===== config.mk =====
export PLATFORM = sky130hd
export DESIGN_NAME = serial_peripheral_port_regs
export DESIGN_NICKNAME = d
export VERILOG_FILES = /design/src/design/spi_port_pkg.sv /design/src/design/sync_2ff.sv /design/src/design/serial_peripheral_port_regs.sv
export SDC_FILE = /design/constraint.sdc
export NUM_CORES = 1
export LEC_CHECK = 0
export BUFFER_PORTS_ARGS = -buffer_cell sky130_fd_sc_hd__buf_2
export CAP_MARGIN = 20
export CORE_ASPECT_RATIO = 1.5
export CORE_MARGIN = 1
export CORE_UTILIZATION = 60
export DETAILED_ROUTE_END_ITERATION = 10
export HOLD_SLACK_MARGIN = 0.05
export PLACE_DENSITY = 0.77
export SLEW_MARGIN = 20
export SYNTH_ARGS = -nofsm -noshare
export SYNTH_HDL_FRONTEND = slang
export SYNTH_SLANG_ARGS = --single-unit

===== constraint.sdc =====
create_clock -name clock_i -period 12.3 [get_ports clock_i]
set_clock_uncertainty 0.15 [all_clocks]
set_input_delay 0 -clock clock_i [delete_from_list [all_inputs] [get_ports clock_i]]
set_output_delay 0 -clock clock_i [all_outputs]
set_load 0.02 [all_outputs]

===== src/design/spi_port_pkg.sv =====
// Purpose: shared constants of the serial peripheral port
// Assumes: 32-bit classic Wishbone, byte addresses
// Notes: register offsets, field positions and reset values
package spi_port_pkg;

    // ------------------------------------------------------------
    // register offsets (byte addresses)
    // ------------------------------------------------------------
    localparam logic [7:0] ADR_CTRL1 = 8'h00;
    localparam logic [7:0] ADR_CTRL2 = 8'h04;
    localparam logic [7:0] ADR_STAT = 8'h08;
    localparam logic [7:0] ADR_DATA = 8'h0c;

    // ------------------------------------------------------------
    // ctrl_primary field positions
    // ------------------------------------------------------------
    localparam int C1_SINGLE = 15;
    localparam int C1_DRIVE = 14;
    localparam int C1_CRC_EN = 13;
    localparam int C1_CRC_NXT = 12;
    localparam int C1_WIDTH = 11;
    localparam int C1_LISTEN = 10;
    localparam int C1_SOFT_SEL = 9;
    localparam int C1_INT_SEL = 8;
    localparam int C1_LOW_LEAD = 7;
    localparam int C1_EN = 6;
    localparam int C1_DIV_HI = 5;
    localparam int C1_DIV_LO = 3;
    localparam int C1_ROLE = 2;
    localparam int C1_IDLE = 1;
    localparam int C1_PHASE = 0;

    // ------------------------------------------------------------
    // ctrl_secondary field positions
    // ------------------------------------------------------------
    localparam int C2_TXE_IE = 7;
    localparam int C2_RX_FULL_FLAG_IE = 6;
    localparam int C2_ERR_IE = 5;
    localparam int C2_SEL_DRV = 2;
    localparam int C2_TX_DMA = 1;
    localparam int C2_RX_DMA = 0;
    localparam logic [7:0] C2_WR_MASK = 8'he7;

    // ------------------------------------------------------------
    // flag_status field positions
    // ------------------------------------------------------------
    localparam int ST_BUSY = 7;
    localparam int ST_OVR = 6;
    localparam int ST_ROLE_FAULT_FLAG = 5;
    localparam int ST_CHECKSUM_MISMATCH_FLAG = 4;
    localparam int ST_TXE = 1;
    localparam int ST_RX_FULL_FLAG = 0;

    // ------------------------------------------------------------
    // reset values and checksum polynomial
    // ------------------------------------------------------------
    localparam logic [15:0] RST_CTRL1 = 16'h0000;
    localparam logic [7:0] RST_CTRL2 = 8'h00;
    localparam logic [15:0] RST_STAT = 16'h0002;
    localparam logic [15:0] RST_DATA = 16'h0000;
    localparam logic [15:0] CRC_POLY = 16'h0007;

endpackage


===== src/design/sync_2ff.sv =====
// Purpose: two-flop synchroniser for asynchronous pin inputs
// Assumes: inputs change slowly against clock_i
// Notes: first stage is read only by the second stage
`timescale 1ns/1ps
`default_nettype none

module sync_2ff #(
    parameter int WIDTH = 1
) (
    input wire logic clock_i,
    input wire logic rst_i,
    input wire logic [WIDTH-1:0] d_i,
    output logic [WIDTH-1:0] q_o
);

    logic [WIDTH-1:0] meta_r;

    // ------------------------------------------------------------
    // two stages, constant reset
    // ------------------------------------------------------------
    always_ff @(posedge clock_i or posedge rst_i) begin
        if (rst_i) begin
            meta_r <= '0;
            q_o <= '0;
        end else begin
            meta_r <= d_i;
            q_o <= meta_r;
        end
    end

endmodule // sync_2ff

`default_nettype wire


===== src/design/serial_peripheral_port_regs.sv =====
// Purpose: register block and transfer engine of a serial port
// Assumes: 125 MHz clock_i, classic Wishbone slave, 2-ff pins
// Notes: checksum polynomial fixed, no checksum readback
//
// Function
// - bit 15 picks one-line or two-line
// - bit 14 sets one-line direction
// - bit 13 enables checksum; change only disabled
// - bit 12 makes next transfer the checksum
// - bit 11 picks 8 or 16-bit frames
// - bit 10 makes two-line port receive-only
// - bit 9 swaps select pin for bit 8
// - bit 7 picks low or high bit first
// - bit 6 enables, bit 2 picks master
// - bits 5:3 divide clock by 2 to 256
// - bit 1 idle clock, bit 0 capture edge
// - control-2 bits 7:5 unmask interrupt requests
// - control-2 bit 2 drives select when master
// - control-2 bits 1:0 raise dma requests
// - busy bit 7; status resets to 0x0002
// - overrun and mode-fault cleared by sequence
// - checksum mismatch flag, cleared by writing 0
// - bit 1 tx empty, bit 0 rx full
// - data register fronts separate tx/rx buffers
// - 8-bit frames use low byte only
// - data read then status read clears overrun
// - status access then ctrl1 write clears fault
// - fault clears enable and master, blocks setting
//
// Our own choice: the Wishbone slave port.
`timescale 1ns/1ps
`default_nettype none

module serial_peripheral_port_regs (
    input wire logic clock_i,
    input wire logic rst_i,
    input wire logic wb_cyc_i,
    input wire logic wb_stb_i,
    input wire logic wb_we_i,
    input wire logic [7:0] wb_adr_i,
    input wire logic [31:0] wb_dat_i,
    input wire logic [3:0] wb_sel_i,
    output logic wb_ack_o,
    output logic [31:0] wb_dat_o,
    input wire logic sck_i,
    output logic sck_o,
    output logic sck_oe_o,
    input wire logic mosi_i,
    output logic mosi_o,
    output logic mosi_oe_o,
    input wire logic miso_i,
    output logic miso_o,
    output logic miso_oe_o,
    input wire logic select_in_pin_i,
    output logic select_out_o,
    output logic select_out_oe_o,
    output logic irq_o,
    output logic tx_dma_req_o,
    output logic rx_dma_req_o
);

    // ------------------------------------------------------------
    // storage
    // ------------------------------------------------------------
    logic [15:0] ctrl1_r;
    logic [7:0] ctrl2_r;
    logic [15:0] tx_buf_r;
    logic [15:0] rx_buf_r;
    logic ovr_r;
    logic role_fault_flag_r;
    logic checksum_mismatch_flag_r;
    logic txe_r;
    logic rx_full_flag_r;
    logic dr_seen_r;
    logic role_fault_flag_arm_r;
    logic act_r;
    logic done_r;
    logic crc_frm_r;
    logic [4:0] edge_idx_r;
    logic [7:0] div_r;
    logic [15:0] tx_sh_r;
    logic [15:0] rx_sh_r;
    logic [15:0] tx_crc_r;
    logic [15:0] rx_crc_r;
    logic sck_prev_r;
    logic [3:0] pins_s;

    // ------------------------------------------------------------
    // pin synchronisers
    // ------------------------------------------------------------
    sync_2ff #(
        .WIDTH(4)
    ) u_sync (
        .clock_i(clock_i),
        .rst_i(rst_i),
        .d_i({sck_i, mosi_i, miso_i, select_in_pin_i}),
        .q_o(pins_s)
    );

    wire sck_s = pins_s[3];
    wire mosi_s = pins_s[2];
    wire miso_s = pins_s[1];
    wire nsel_s = pins_s[0];

    // ------------------------------------------------------------
    // control field decode
    // ------------------------------------------------------------
    wire single = ctrl1_r[spi_port_pkg::C1_SINGLE];
    wire drive = ctrl1_r[spi_port_pkg::C1_DRIVE];
    wire crc_en = ctrl1_r[spi_port_pkg::C1_CRC_EN];
    wire crc_next = ctrl1_r[spi_port_pkg::C1_CRC_NXT];
    wire w16 = ctrl1_r[spi_port_pkg::C1_WIDTH];
    wire listen = ctrl1_r[spi_port_pkg::C1_LISTEN];
    wire soft_sel = ctrl1_r[spi_port_pkg::C1_SOFT_SEL];
    wire int_sel = ctrl1_r[spi_port_pkg::C1_INT_SEL];
    wire low_lead = ctrl1_r[spi_port_pkg::C1_LOW_LEAD];
    wire en = ctrl1_r[spi_port_pkg::C1_EN];
    wire [2:0] div_sel =
        ctrl1_r[spi_port_pkg::C1_DIV_HI:spi_port_pkg::C1_DIV_LO];
    wire master = ctrl1_r[spi_port_pkg::C1_ROLE];
    wire idle_lvl = ctrl1_r[spi_port_pkg::C1_IDLE];
    wire phase = ctrl1_r[spi_port_pkg::C1_PHASE];

    // ------------------------------------------------------------
    // wishbone decode; one wait state, ack then drop
    // ------------------------------------------------------------
    wire req = wb_cyc_i & wb_stb_i & ~wb_ack_o;
    wire half_ok = &wb_sel_i[1:0];
    wire wr = req & wb_we_i & half_ok;
    wire rd = req & ~wb_we_i;
    wire hit_c1 = wb_adr_i == spi_port_pkg::ADR_CTRL1;
    wire hit_c2 = wb_adr_i == spi_port_pkg::ADR_CTRL2;
    wire hit_st = wb_adr_i == spi_port_pkg::ADR_STAT;
    wire hit_dr = wb_adr_i == spi_port_pkg::ADR_DATA;
    wire wr_c1 = wr & hit_c1;
    wire wr_c2 = wr & hit_c2;
    wire wr_st = wr & hit_st;
    wire wr_dr = wr & hit_dr;
    wire rd_st = rd & hit_st;
    wire rd_dr = rd & hit_dr;
    wire acc_st = (wr_st | rd_st);

    // ------------------------------------------------------------
    // mode and select decode
    // ------------------------------------------------------------
    // shared line in one-line mode follows the role
    wire tx_ok = single ? drive : ~listen;
    wire rx_only = single ? ~drive : listen;
    wire rx_ok = ~(single & drive);
    wire rx_bit = single ? (master ? mosi_s : miso_s)
                         : (master ? miso_s : mosi_s);
    wire sel_lvl = soft_sel ? int_sel : nsel_s;
    wire selected = ~sel_lvl;
    wire sel_drv = ctrl2_r[spi_port_pkg::C2_SEL_DRV];
    // select pin is an output when driven, so no fault then
    wire role_fault_flag_evt = en & master & ~sel_drv & ~sel_lvl;

    // ------------------------------------------------------------
    // baud divider: half period of 2^sel cycles
    // ------------------------------------------------------------
    wire [7:0] half_m1 = (8'h01 << div_sel) - 8'h01;
    wire tick = div_r == half_m1;

    // ------------------------------------------------------------
    // edge events from master divider or slave clock pin
    // ------------------------------------------------------------
    wire m_edge = master & act_r & tick;
    wire s_edge = ~master & act_r & selected & (sck_s ^ sck_prev_r);
    wire edge_evt = m_edge | s_edge;
    wire capture = edge_idx_r[0] == phase;
    wire [4:0] last_idx = w16 ? 5'h1f : 5'h0f;
    wire last_edge = edge_evt & (edge_idx_r == last_idx);
    wire shift_now = edge_evt & ~capture
                     & ~(phase & (edge_idx_r == 5'h00));

    // ------------------------------------------------------------
    // frame start and load
    // ------------------------------------------------------------
    wire m_start = en & master & ~act_r & ~done_r & ~role_fault_flag_evt
                   & (~txe_r | rx_only | crc_next);
    wire s_start = en & ~master & ~act_r & ~done_r & selected;
    wire start = m_start | s_start;
    wire use_crc = crc_en & crc_next;
    wire tx_load = start & ~use_crc & ~txe_r;
    wire [15:0] tx_mask = w16 ? 16'hffff : 16'h00ff;
    wire [15:0] load_val = use_crc ? (tx_crc_r & tx_mask)
                         : (txe_r ? 16'h0000 : tx_buf_r);
    wire head = low_lead ? tx_sh_r[0]
              : (w16 ? tx_sh_r[15] : tx_sh_r[7]);

    // ------------------------------------------------------------
    // frame end: received word and its effects
    // ------------------------------------------------------------
    wire [15:0] rx_word = w16 ? rx_sh_r
        : (low_lead ? {8'h00, rx_sh_r[15:8]}
                    : {8'h00, rx_sh_r[7:0]});
    wire rx_done = done_r & rx_ok;
    wire store = rx_done & (~rx_full_flag_r | rd_dr);
    wire ovr_evt = rx_done & rx_full_flag_r & ~rd_dr;
    wire crc_bad = rx_done & crc_frm_r
                   & (rx_word != (rx_crc_r & tx_mask));
    wire busy = en & (act_r | ~txe_r);

    // ------------------------------------------------------------
    // read data mux; reserved bits read zero
    // ------------------------------------------------------------
    wire [15:0] stat_val = {8'h00, busy, ovr_r, role_fault_flag_r, checksum_mismatch_flag_r,
                            2'b00, txe_r, rx_full_flag_r};
    wire [15:0] rd_val = hit_c1 ? ctrl1_r
                       : hit_c2 ? {8'h00, ctrl2_r}
                       : hit_st ? stat_val
                       : hit_dr ? rx_buf_r : 16'h0000;

    // serial checksum step, masked to the frame width
    function automatic logic [15:0] crc_step(
        input logic [15:0] c,
        input logic b,
        input logic wide
    );
        logic fb;
        logic [15:0] n;
        fb = b ^ (wide ? c[15] : c[7]);
        n = {c[14:0], 1'b0}
            ^ (fb ? spi_port_pkg::CRC_POLY : 16'h0000);
        crc_step = wide ? n : {8'h00, n[7:0]};
    endfunction

    // ------------------------------------------------------------
    // bus handshake
    // ------------------------------------------------------------
    always_ff @(posedge clock_i or posedge rst_i) begin
        if (rst_i) begin
            wb_ack_o <= 1'b0;
            wb_dat_o <= 32'h0000_0000;
        end else begin
            wb_ack_o <= req;
            if (rd) begin
                wb_dat_o <= {16'h0000, rd_val};
            end
        end
    end

    // ------------------------------------------------------------
    // control registers
    // ------------------------------------------------------------
    // a pending fault blocks enable and master on write
    always_ff @(posedge clock_i or posedge rst_i) begin
        if (rst_i) begin
            ctrl1_r <= spi_port_pkg::RST_CTRL1;
            ctrl2_r <= spi_port_pkg::RST_CTRL2;
        end else begin
            if (wr_c1) begin
                ctrl1_r <= wb_dat_i[15:0];
                if (role_fault_flag_r) begin
                    ctrl1_r[spi_port_pkg::C1_EN] <= 1'b0;
                    ctrl1_r[spi_port_pkg::C1_ROLE] <= 1'b0;
                end
            end
            if (start & use_crc) begin
                ctrl1_r[spi_port_pkg::C1_CRC_NXT] <= 1'b0;
            end
            if (role_fault_flag_evt) begin
                ctrl1_r[spi_port_pkg::C1_EN] <= 1'b0;
                ctrl1_r[spi_port_pkg::C1_ROLE] <= 1'b0;
            end
            if (wr_c2) begin
                ctrl2_r <= wb_dat_i[7:0] & spi_port_pkg::C2_WR_MASK;
            end
        end
    end

    // ------------------------------------------------------------
    // data buffers and buffer flags
    // ------------------------------------------------------------
    // rx full set wins over a same-cycle data read; a data write wins over a same-cycle tx empty set
    always_ff @(posedge clock_i or posedge rst_i) begin
        if (rst_i) begin
            tx_buf_r <= spi_port_pkg::RST_DATA;
            rx_buf_r <= spi_port_pkg::RST_DATA;
            txe_r <= spi_port_pkg::RST_STAT[spi_port_pkg::ST_TXE];
            rx_full_flag_r <= 1'b0;
        end else begin
            if (wr_dr) begin
                tx_buf_r <= wb_dat_i[15:0] & tx_mask;
                txe_r <= 1'b0;
            end else if (tx_load) begin
                txe_r <= 1'b1;
            end
            if (store) begin
                rx_buf_r <= rx_word;
                rx_full_flag_r <= 1'b1;
            end else if (rd_dr) begin
                rx_full_flag_r <= 1'b0;
            end
        end
    end

    // ------------------------------------------------------------
    // error flags and their clearing sequences
    // ------------------------------------------------------------
    always_ff @(posedge clock_i or posedge rst_i) begin
        if (rst_i) begin
            ovr_r <= 1'b0;
            role_fault_flag_r <= 1'b0;
            checksum_mismatch_flag_r <= 1'b0;
            dr_seen_r <= 1'b0;
            role_fault_flag_arm_r <= 1'b0;
        end else begin
            if (rd_dr) begin
                dr_seen_r <= 1'b1;
            end else if (rd_st) begin
                dr_seen_r <= 1'b0;
            end
            if (ovr_evt) begin
                ovr_r <= 1'b1;
            end else if (rd_st & dr_seen_r) begin
                ovr_r <= 1'b0;
            end
            if (acc_st & role_fault_flag_r) begin
                role_fault_flag_arm_r <= 1'b1;
            end else if (wr_c1) begin
                role_fault_flag_arm_r <= 1'b0;
            end
            if (role_fault_flag_evt) begin
                role_fault_flag_r <= 1'b1;
            end else if (wr_c1 & role_fault_flag_arm_r) begin
                role_fault_flag_r <= 1'b0;
            end
            if (crc_bad) begin
                checksum_mismatch_flag_r <= 1'b1;
            end else if (wr_st & ~wb_dat_i[spi_port_pkg::ST_CHECKSUM_MISMATCH_FLAG]) begin
                checksum_mismatch_flag_r <= 1'b0;
            end
        end
    end

    // ------------------------------------------------------------
    // frame sequencer and baud counter
    // ------------------------------------------------------------
    // disable or deselect aborts the frame in flight
    always_ff @(posedge clock_i or posedge rst_i) begin
        if (rst_i) begin
            act_r <= 1'b0;
            done_r <= 1'b0;
            crc_frm_r <= 1'b0;
            edge_idx_r <= 5'h00;
            div_r <= 8'h00;
            sck_prev_r <= 1'b0;
        end else begin
            sck_prev_r <= sck_s;
            done_r <= last_edge;
            if (~en | role_fault_flag_evt | (~master & ~selected)) begin
                act_r <= 1'b0;
            end else if (start) begin
                act_r <= 1'b1;
                crc_frm_r <= use_crc;
            end else if (last_edge) begin
                act_r <= 1'b0;
            end
            if (start | ~act_r) begin
                edge_idx_r <= 5'h00;
                div_r <= 8'h00;
            end else begin
                if (edge_evt) begin
                    edge_idx_r <= edge_idx_r + 5'h01;
                end
                div_r <= tick ? 8'h00 : div_r + 8'h01;
            end
        end
    end

    // ------------------------------------------------------------
    // shift registers and running checksums
    // ------------------------------------------------------------
    always_ff @(posedge clock_i or posedge rst_i) begin
        if (rst_i) begin
            tx_sh_r <= spi_port_pkg::RST_DATA;
            rx_sh_r <= spi_port_pkg::RST_DATA;
            tx_crc_r <= 16'h0000;
            rx_crc_r <= 16'h0000;
        end else begin
            if (start) begin
                tx_sh_r <= load_val;
            end else if (shift_now) begin
                tx_sh_r <= low_lead ? {1'b0, tx_sh_r[15:1]}
                                    : {tx_sh_r[14:0], 1'b0};
            end
            if (edge_evt & capture) begin
                rx_sh_r <= low_lead ? {rx_bit, rx_sh_r[15:1]}
                                    : {rx_sh_r[14:0], rx_bit};
            end
            if (wr_c1 & wb_dat_i[spi_port_pkg::C1_CRC_EN]) begin
                tx_crc_r <= 16'h0000;
                rx_crc_r <= 16'h0000;
            end else if (edge_evt & capture & crc_en & ~crc_frm_r) begin
                tx_crc_r <= crc_step(tx_crc_r, head, w16);
                rx_crc_r <= crc_step(rx_crc_r, rx_bit, w16);
            end
        end
    end

    // ------------------------------------------------------------
    // pin drivers, all registered
    // ------------------------------------------------------------
    // outputs lag internal state by one cycle for clean timing
    always_ff @(posedge clock_i or posedge rst_i) begin
        if (rst_i) begin
            sck_o <= 1'b0;
            sck_oe_o <= 1'b0;
            mosi_o <= 1'b0;
            mosi_oe_o <= 1'b0;
            miso_o <= 1'b0;
            miso_oe_o <= 1'b0;
            select_out_o <= 1'b1;
            select_out_oe_o <= 1'b0;
        end else begin
            if (~(master & act_r)) begin
                sck_o <= idle_lvl;
            end else if (m_edge) begin
                sck_o <= ~sck_o;
            end
            sck_oe_o <= en & master;
            mosi_o <= head;
            mosi_oe_o <= en & master & tx_ok;
            miso_o <= head;
            miso_oe_o <= en & ~master & selected & tx_ok;
            select_out_o <= ~(en & master);
            select_out_oe_o <= en & master & sel_drv;
        end
    end

    // ------------------------------------------------------------
    // interrupt and dma requests, level while source set
    // ------------------------------------------------------------
    always_ff @(posedge clock_i or posedge rst_i) begin
        if (rst_i) begin
            irq_o <= 1'b0;
            tx_dma_req_o <= 1'b0;
            rx_dma_req_o <= 1'b0;
        end else begin
            irq_o <= (ctrl2_r[spi_port_pkg::C2_TXE_IE] & txe_r)
                   | (ctrl2_r[spi_port_pkg::C2_RX_FULL_FLAG_IE] & rx_full_flag_r)
                   | (ctrl2_r[spi_port_pkg::C2_ERR_IE]
                      & (ovr_r | role_fault_flag_r | checksum_mismatch_flag_r));
            tx_dma_req_o <= ctrl2_r[spi_port_pkg::C2_TX_DMA]
                            & txe_r;
            rx_dma_req_o <= ctrl2_r[spi_port_pkg::C2_RX_DMA]
                            & rx_full_flag_r;
        end
    end

endmodule // serial_peripheral_port_regs

`default_nettype wire


Word level (Yosys, flattened, before mapping)
Index checks and enable logic that the tools add are counted.
Widths: inputs -> output; s select.
{"block": "totals", "in_bits": 53, "output_inout_bits": 44, "ff_bits": 177}
{"block": "op_classes", "mux": 61, "shifts": 1, "addsub": 3, "reduce_logical": 17, "n_bitwise": 106, "eq_ne": 8}
{"cell": "$mux 16", "count": 18}
{"cell": "$and 1x1->1", "count": 61}
{"cell": "$and 16x16->16", "count": 3}
{"cell": "$mux 1", "count": 34}
{"cell": "$xor 16x3->16", "count": 2}
{"cell": "$mux 8", "count": 3}
{"cell": "$reduce_bool 2->1", "count": 12}
{"cell": "$not 1->1", "count": 23}
{"cell": "$eq 8x4->1 const B", "count": 2}
{"cell": "$ne 16x16->1", "count": 1}
{"cell": "$mux 5", "count": 3}
{"cell": "$or 1x1->1", "count": 14}
{"cell": "$mux 13", "count": 1}
{"cell": "$add 8x1->8 const B", "count": 1}
{"cell": "$eq 8x3->1 const B", "count": 1}
{"cell": "$eq 8x8->1", "count": 1}
{"cell": "$logic_not 8->1", "count": 1}
{"cell": "$shl 1x3->8 const A", "count": 1}
{"cell": "$sub 8x1->8 const B", "count": 1}
{"cell": "$mux 3", "count": 2}
{"cell": "$add 5x1->5 const B", "count": 1}
{"cell": "$eq 5x5->1", "count": 1}
{"cell": "$logic_not 5->1", "count": 1}
{"cell": "$reduce_and 2->1", "count": 2}
{"cell": "4 further kinds", "count": 6}

Logic depth before layout (Yosys ltp)
{"block": "depth", "depth_word": 11, "mapped_depth": 10}

Modules after synthesis
From an unflattened synthesis, not the netlist that was laid out.
{"block": "unflattened", "hier_cells": 909, "area_unflattened_um2": 9170.0}
{"module": "serial_peripheral_port_regs", "cells_each": 900, "instances": 1, "area_per_inst_um2": 8966.1, "seq_area_each_um2": 4231.6}
{"module": "sync_2ff", "cells_each": 9, "instances": 1, "area_per_inst_um2": 203.9, "seq_area_each_um2": 200.2}

Worst setup path after synthesis
Ideal clock, no wire load.
{"block": "synth_path", "path_kind": "flip-flop to flip-flop", "start": "register ctrl1_r[4]", "end": "register rx_sh_r[0]", "path_stages_with_launch": 10, "arrival_ps": 2284, "required_ps": 12023, "setup_slack_ps": 9739, "period_less_slack_ps": 2561, "n_path_buf": 3, "cell_sequence": "dfrtp_1 buf_2 o21ba_1 o21ai_1 o211ai_1 or4_1 buf_2 a21oi_4 buf_6 mux2_1"}
{"block": "synth_via", "elab_chain_len": 6}
{"item": "start: declaration", "line_no": "serial_peripheral_port_regs.sv:65", "source": "logic [15:0] ctrl1_r;"}
{"item": "start signal: assignment", "line_no": "serial_peripheral_port_regs.sv:249", "source": "ctrl1_r <= spi_port_pkg::RST_CTRL1;"}
{"item": "start signal: assignment", "line_no": "serial_peripheral_port_regs.sv:253", "source": "ctrl1_r <= wb_dat_i[15:0];"}
{"item": "$shl 1x3->8", "line_no": "serial_peripheral_port_regs.sv:161", "source": "wire [7:0] half_m1 = (8'h01 << div_sel) - 8'h01;"}
{"item": "$sub 8x1->8", "line_no": "serial_peripheral_port_regs.sv:161"}
{"item": "$eq 8x8->1", "line_no": "serial_peripheral_port_regs.sv:162", "source": "wire tick = div_r == half_m1;"}
{"item": "$and 1x1->1", "line_no": "serial_peripheral_port_regs.sv:167", "source": "wire m_edge = master & act_r & tick;"}
{"item": "$or 1x1->1", "line_no": "serial_peripheral_port_regs.sv:169", "source": "wire edge_evt = m_edge | s_edge;"}
{"item": "$and 1x1->1", "line_no": "serial_peripheral_port_regs.sv:388", "source": "if (edge_evt & capture) begin"}
{"item": "end signal: assignment", "line_no": "serial_peripheral_port_regs.sv:378", "source": "rx_sh_r <= spi_port_pkg::RST_DATA;"}
{"item": "end signal: assignment", "line_no": "serial_peripheral_port_regs.sv:389", "source": "rx_sh_r <= low_lead ? {rx_bit, rx_sh_r[15:1]}"}
{"item": "end: declaration", "line_no": "serial_peripheral_port_regs.sv:82", "source": "logic [15:0] rx_sh_r;"}
No other way between the ends.
A chain may end at the register's enable or synchronous reset.

Worst setup path after layout
{"block": "layout_path", "start": "input port wb_adr_i[6]", "end": "register rx_buf_r[1]"}
{"block": "layout_via", "elab_chain_len": 4}
{"item": "start: declaration", "line_no": "serial_peripheral_port_regs.sv:40", "source": "input wire logic [7:0] wb_adr_i,"}
{"item": "$eq 8x4->1", "line_no": "serial_peripheral_port_regs.sv:134", "source": "wire hit_dr = wb_adr_i == spi_port_pkg::ADR_DATA;"}
{"item": "$and 1x1->1", "line_no": "serial_peripheral_port_regs.sv:140", "source": "wire rd_dr = rd & hit_dr;"}
{"item": "$or 1x1->1", "line_no": "serial_peripheral_port_regs.sv:198", "source": "wire store = rx_done & (~rx_full_flag_r | rd_dr);"}
{"item": "$and 1x1->1", "line_no": "serial_peripheral_port_regs.sv:198"}
{"item": "end signal: assignment", "line_no": "serial_peripheral_port_regs.sv:279", "source": "rx_buf_r <= spi_port_pkg::RST_DATA;"}
{"item": "end signal: assignment", "line_no": "serial_peripheral_port_regs.sv:290", "source": "rx_buf_r <= rx_word;"}
{"item": "end: declaration", "line_no": "serial_peripheral_port_regs.sv:68", "source": "logic [15:0] rx_buf_r;"}
No other way between the ends.

==> summary by stage <==
Pwr
In this run the static leakage power is 5.176 nW. IR analysis of the VDD net gives a maximum drop of 0.08919 mV. Net switching is 22.94% of the power. Summed over all nets, the switching power comes to 0.2782 mW.

The cell internal power dissipation is ~0.93 mW. In this run, the clock network consumes 45.9% of the power. The fraction of power consumed by combinational cells is under 10%. The power density relative to cell area is ~120 mW/mm^2. Of the total power, registers draw approximately 50%.

STA
The slew at the pin closest to its max-slew limit is 0.9250 ns. The total setup violations reported at the end of the flow is 0. In the final timing run, aggregate negative setup slack is 0 ns. The routed design could run at a clock period as short as approximately 3.2 ns. The highest clock frequency the design can meet is 315.4 MHz. Setup repair after global routing left no endpoint under its margin. The count of pins over their slew limit is 0. The final cycle utilization of the critical path is 25.78%. The count of final hold-check violations was 0. In this run the tightest slew margin relative to its limit is 38.16%.

Detailed routing
The post-detailed-route DRC marker count is 0. The iteration count of the initial detailed-routing pass is 5. The detailed router finished its first iteration with 388 violations. The number of routed nets with antenna violations is 0. The via count is 6893. The per-cell routed wire length is 18.07 um.

After detailed routing, the number of vias per cell comes to 5.912. The detailed-route wire length is 21070 um.

Critical path
The largest driver fanout on the critical path is 16. The critical path required time is 12.45 ns. Traced cell by cell, the critical path runs through dlygate4sd3_1, buf_2, nor2_1, dlygate4sd3_1, and3_1, nand3_1, o21ai_0, nand3_1, mux2_2. On the worst path, the slowest cell contributes a delay of 0.72 ns. The worst setup path is launched from a primary input. The endpoint kind of the worst setup timing path is a flop. The critical path data arrival time is 3.32 ns. The worst-path cell with the longest stage delay is sky130_fd_sc_hd__nand3_1. The category of the most critical setup path is in -> reg.

Logic synthesis
In the post-synthesis netlist, the biggest area contributors are sky130_fd_sc_hd__dfrtp_1 48%, sky130_fd_sc_hd__mux2i_1 8.8%, sky130_fd_sc_hd__nand2_1 6.5%. Synthesis inferred approximately 180 register bits. The number of enable flip-flop cells after synthesis is 0. The average footprint of a synthesized cell is 10.19 um^2. The cell type with the highest aggregate area in the netlist is sky130_fd_sc_hd__dfrtp_1. The dominant synthesized flop cell is sky130_fd_sc_hd__dfrtp_1. Sequential elements use 48.96% of the synthesized area. Counting distinct cell types in the post-synthesis netlist gives 58. Counting flops with an async set or reset pin after synthesis yields a share of 100.0%.

The top cell type by area accounts for 48.38% of the synthesized area. The synthesized netlist cell count is 888. The netlist area before placement is 0.009051 mm^2.

The Yosys step of the flow raised 0 warnings.

Global route
The via count of the first global-routing pass is a little under 7000. The largest net degree at the start of global routing is 66. The total overflow reported by the global router is 0. The total global routing track utilization is 28.97%. The initial antenna violation count is 0. The first-pass GRT wire length is 34680 um.

Final layout
The post-route netlist has around 18% of its cells at a drive strength greater than 1. The area growth from synthesis to layout is 14.87%. After the last flow step, the layout net total stands at between 1000 and 1500.

The number of antenna diodes in the final layout is 0. Once layout is done, the placed cells without fillers occupy 0.01040 mm^2. The filler cells instantiated in the layout total 1078.

Die
The area enclosed by the die boundary is 0.01559 mm^2. 97 I/O pins were placed. The total area inside the core boundary comes to 0.01466 mm^2. The die is 152.4 um tall. From left edge to right edge, the die measures 102.3 um. Once the floorplan was initialized, standard cells occupied 61.73% of the core. The number of standard-cell rows in the floorplan is 54.

Clock tree
The number of setup buffers added after CTS is 0. The number of hold buffers added after CTS is 34. In this run the number of H-tree levels came out at 4. The clock net sink count is about 180.

The TritonCTS clock tree is built. The number of clock buffers added by TritonCTS is 17. The total of cells resized after clock tree synthesis is 0. The maximum buffer depth of the clock tree is 2. Clock-pin slew was measured on the worst setup and hold paths at around 0.070 ns. The clock insertion delay at the later pin of the skew report is 0.42 ns. The buffer type at the clock tree root is sky130_fd_sc_hd__clkbuf_16.

Job
The tool flagged a number of max-cap violations equal to 0.

Placement
The placed instances occupy a cell area of around 0.0094 mm^2. The port buffer count is 62. The half-perimeter wire length of the detailed placement result is 13880 um. The placer congestion estimate is 0.8714.

Min path
The path class of the tightest hold or removal check is in -> reg.

Status
The flow ran to the end, and the final reports show no timing, DRC or antenna violations.
[cells in the final DEF, fill, tap and decap left out, drive strengths merged, types with 4 or more instances in the layout]
master / instances
nor2b: 6
xnor2: 16
a31oi: 13
nand2b: 10
dlygate4sd3: 34
mux4: 4
buf: 76
clkinv: 5
nor2: 58
mux2: 54
o311a: 14
xor2: 15
nand2: 157
dfrtp: 175
o211ai: 18
and3: 5
o21ai: 19
inv: 21
mux2i: 80
nor3b: 20
nor4: 5
a21oi: 24
and2: 5
nand3: 42
clkbuf: 18
conb: 16
a221oi: 10
[synthesized netlist by cell type, drive strengths merged, types with 13 or more instances]
| cell | number |
|---|---|
| xnor2 | 16 |
| buf | 33 |
| o211ai | 18 |
| nor2 | 58 |
| nand2 | 157 |
| inv | 18 |
| mux2i | 80 |
| nor3b | 20 |
| nand3 | 42 |
| mux2 | 54 |
| o21ai | 19 |
| xor2 | 15 |
| a21oi | 24 |
| a31oi | 13 |
| dfrtp | 175 |
| o311a | 14 |
| clkbuf | 42 |
[worst max-delay path, delay by kind of cell]
kind                   cells  cell delay [ns]
buffers and inverters      3             1.21
AOI/OAI and AO/OA          1             0.32
and+or+nand+nor            4             1.23
muxes                      1             0.55
[registers in the layout, summed over array words and instances, names as in the netlist, 4 cells and up]
name	count
ctrl1_r	16
rx_buf_r	16
rx_crc_r	16
rx_sh_r	16
tx_buf_r	16
tx_crc_r	16
tx_sh_r	16
wb_dat_o	16
div_r	8
ctrl2_r	6
edge_idx_r	5
u_sync.meta_r	4
u_sync.q_o	4
[cell type report]
type | instances | area [um^2] | area share, %
clock buffers | 18 | 429.2 | 4.128
clock inverters | 14 | 178.9 | 1.721
inverters | 18 | 72.57 | 0.6980
multi-input cells | 633 | 4284 | 41.20
flip-flops and latches | 177 | 4432 | 42.62
well taps | 196 | 245.2 | 2.359
repair buffers | 110 | 755.7 | 7.268
[routing by layer]
metal | vias to the layer above | track usage (%) | wire length, um
li1 | 3215 | - | -
met1 | 3412 | 37.07 | 8761
met2 | 226 | 48.45 | 10800
met3 | 40 | 5.367 | 951
met4 | 0 | 10.61 | 555
met5 | - | 0 | 0
[cells by family (layout without fill, tap and decap cells)]
kind of cell,count (synthesis),count (layout),synth area share (%)
AOI/OAI and AO/OA,119,119,9.635
xor gates and xnor gates,31,31,3.000
adders and majority gates,3,3,0.4148
buffers and inverters,93,160,4.811
DFF,177,177,48.96
muxes,138,138,16.56
other,1,16,0.04143
and+or+nand+nor,326,326,16.57
[power by group through the flow]
stage	clock network, mW	registers [mW]	logic, mW
5_1_grt	0.590	0.595	0.0697
4_1_cts	0.564	0.594	0.0632
2_1_floorplan	0	0.612	0.0310
3_5_place_dp	0	0.605	0.0553
6_report	0.556	0.594	0.0629
3_3_place_gp	0	0.605	0.0550
[through the flow]
step / setup WS (ns) / utilization, % / hold slack [ns] / instances / power (mW)
after floorplan: 7.351 / - / -0.1186 / 903 / 0.6430
final: 9.129 / 70.92 / 0.06594 / 1166 / 1.213
after global routing: 8.980 / 70.92 / 0.05754 / 1166 / 1.254
after detailed placement: 9.282 / 64.40 / -0.04842 / 1099 / 0.6603
after global placement: 9.294 / 64.35 / -0.05133 / 1099 / 0.6597
after CTS: 9.190 / 70.87 / 0.05958 / 1165 / 1.221
[worst paths after layout]
check	start	endpoint	slack [ns]	cells past startpoint
setup / recovery	wb_adr_i[6]	rx_buf_r[1]$_DFFE_PP0P_	9.13	9
hold / removal	miso_i	u_sync.meta_r[1]$_DFF_PP0_	0.07	2
setup reg to reg	ctrl1_r[4]$_DFFE_PP0P_	rx_sh_r[14]$_DFFE_PP0P_	9.25	5
hold reg to reg	u_sync.meta_r[0]$_DFF_PP0_	u_sync.q_o[0]$_DFF_PP0_	0.20	0
max in group asynchronous	rst_i	rx_sh_r[14]$_DFFE_PP0P_	9.45	6
min in group asynchronous	rst_i	act_r$_DFFE_PP0P_	0.64	4
(Power assumes the default switching activity.)
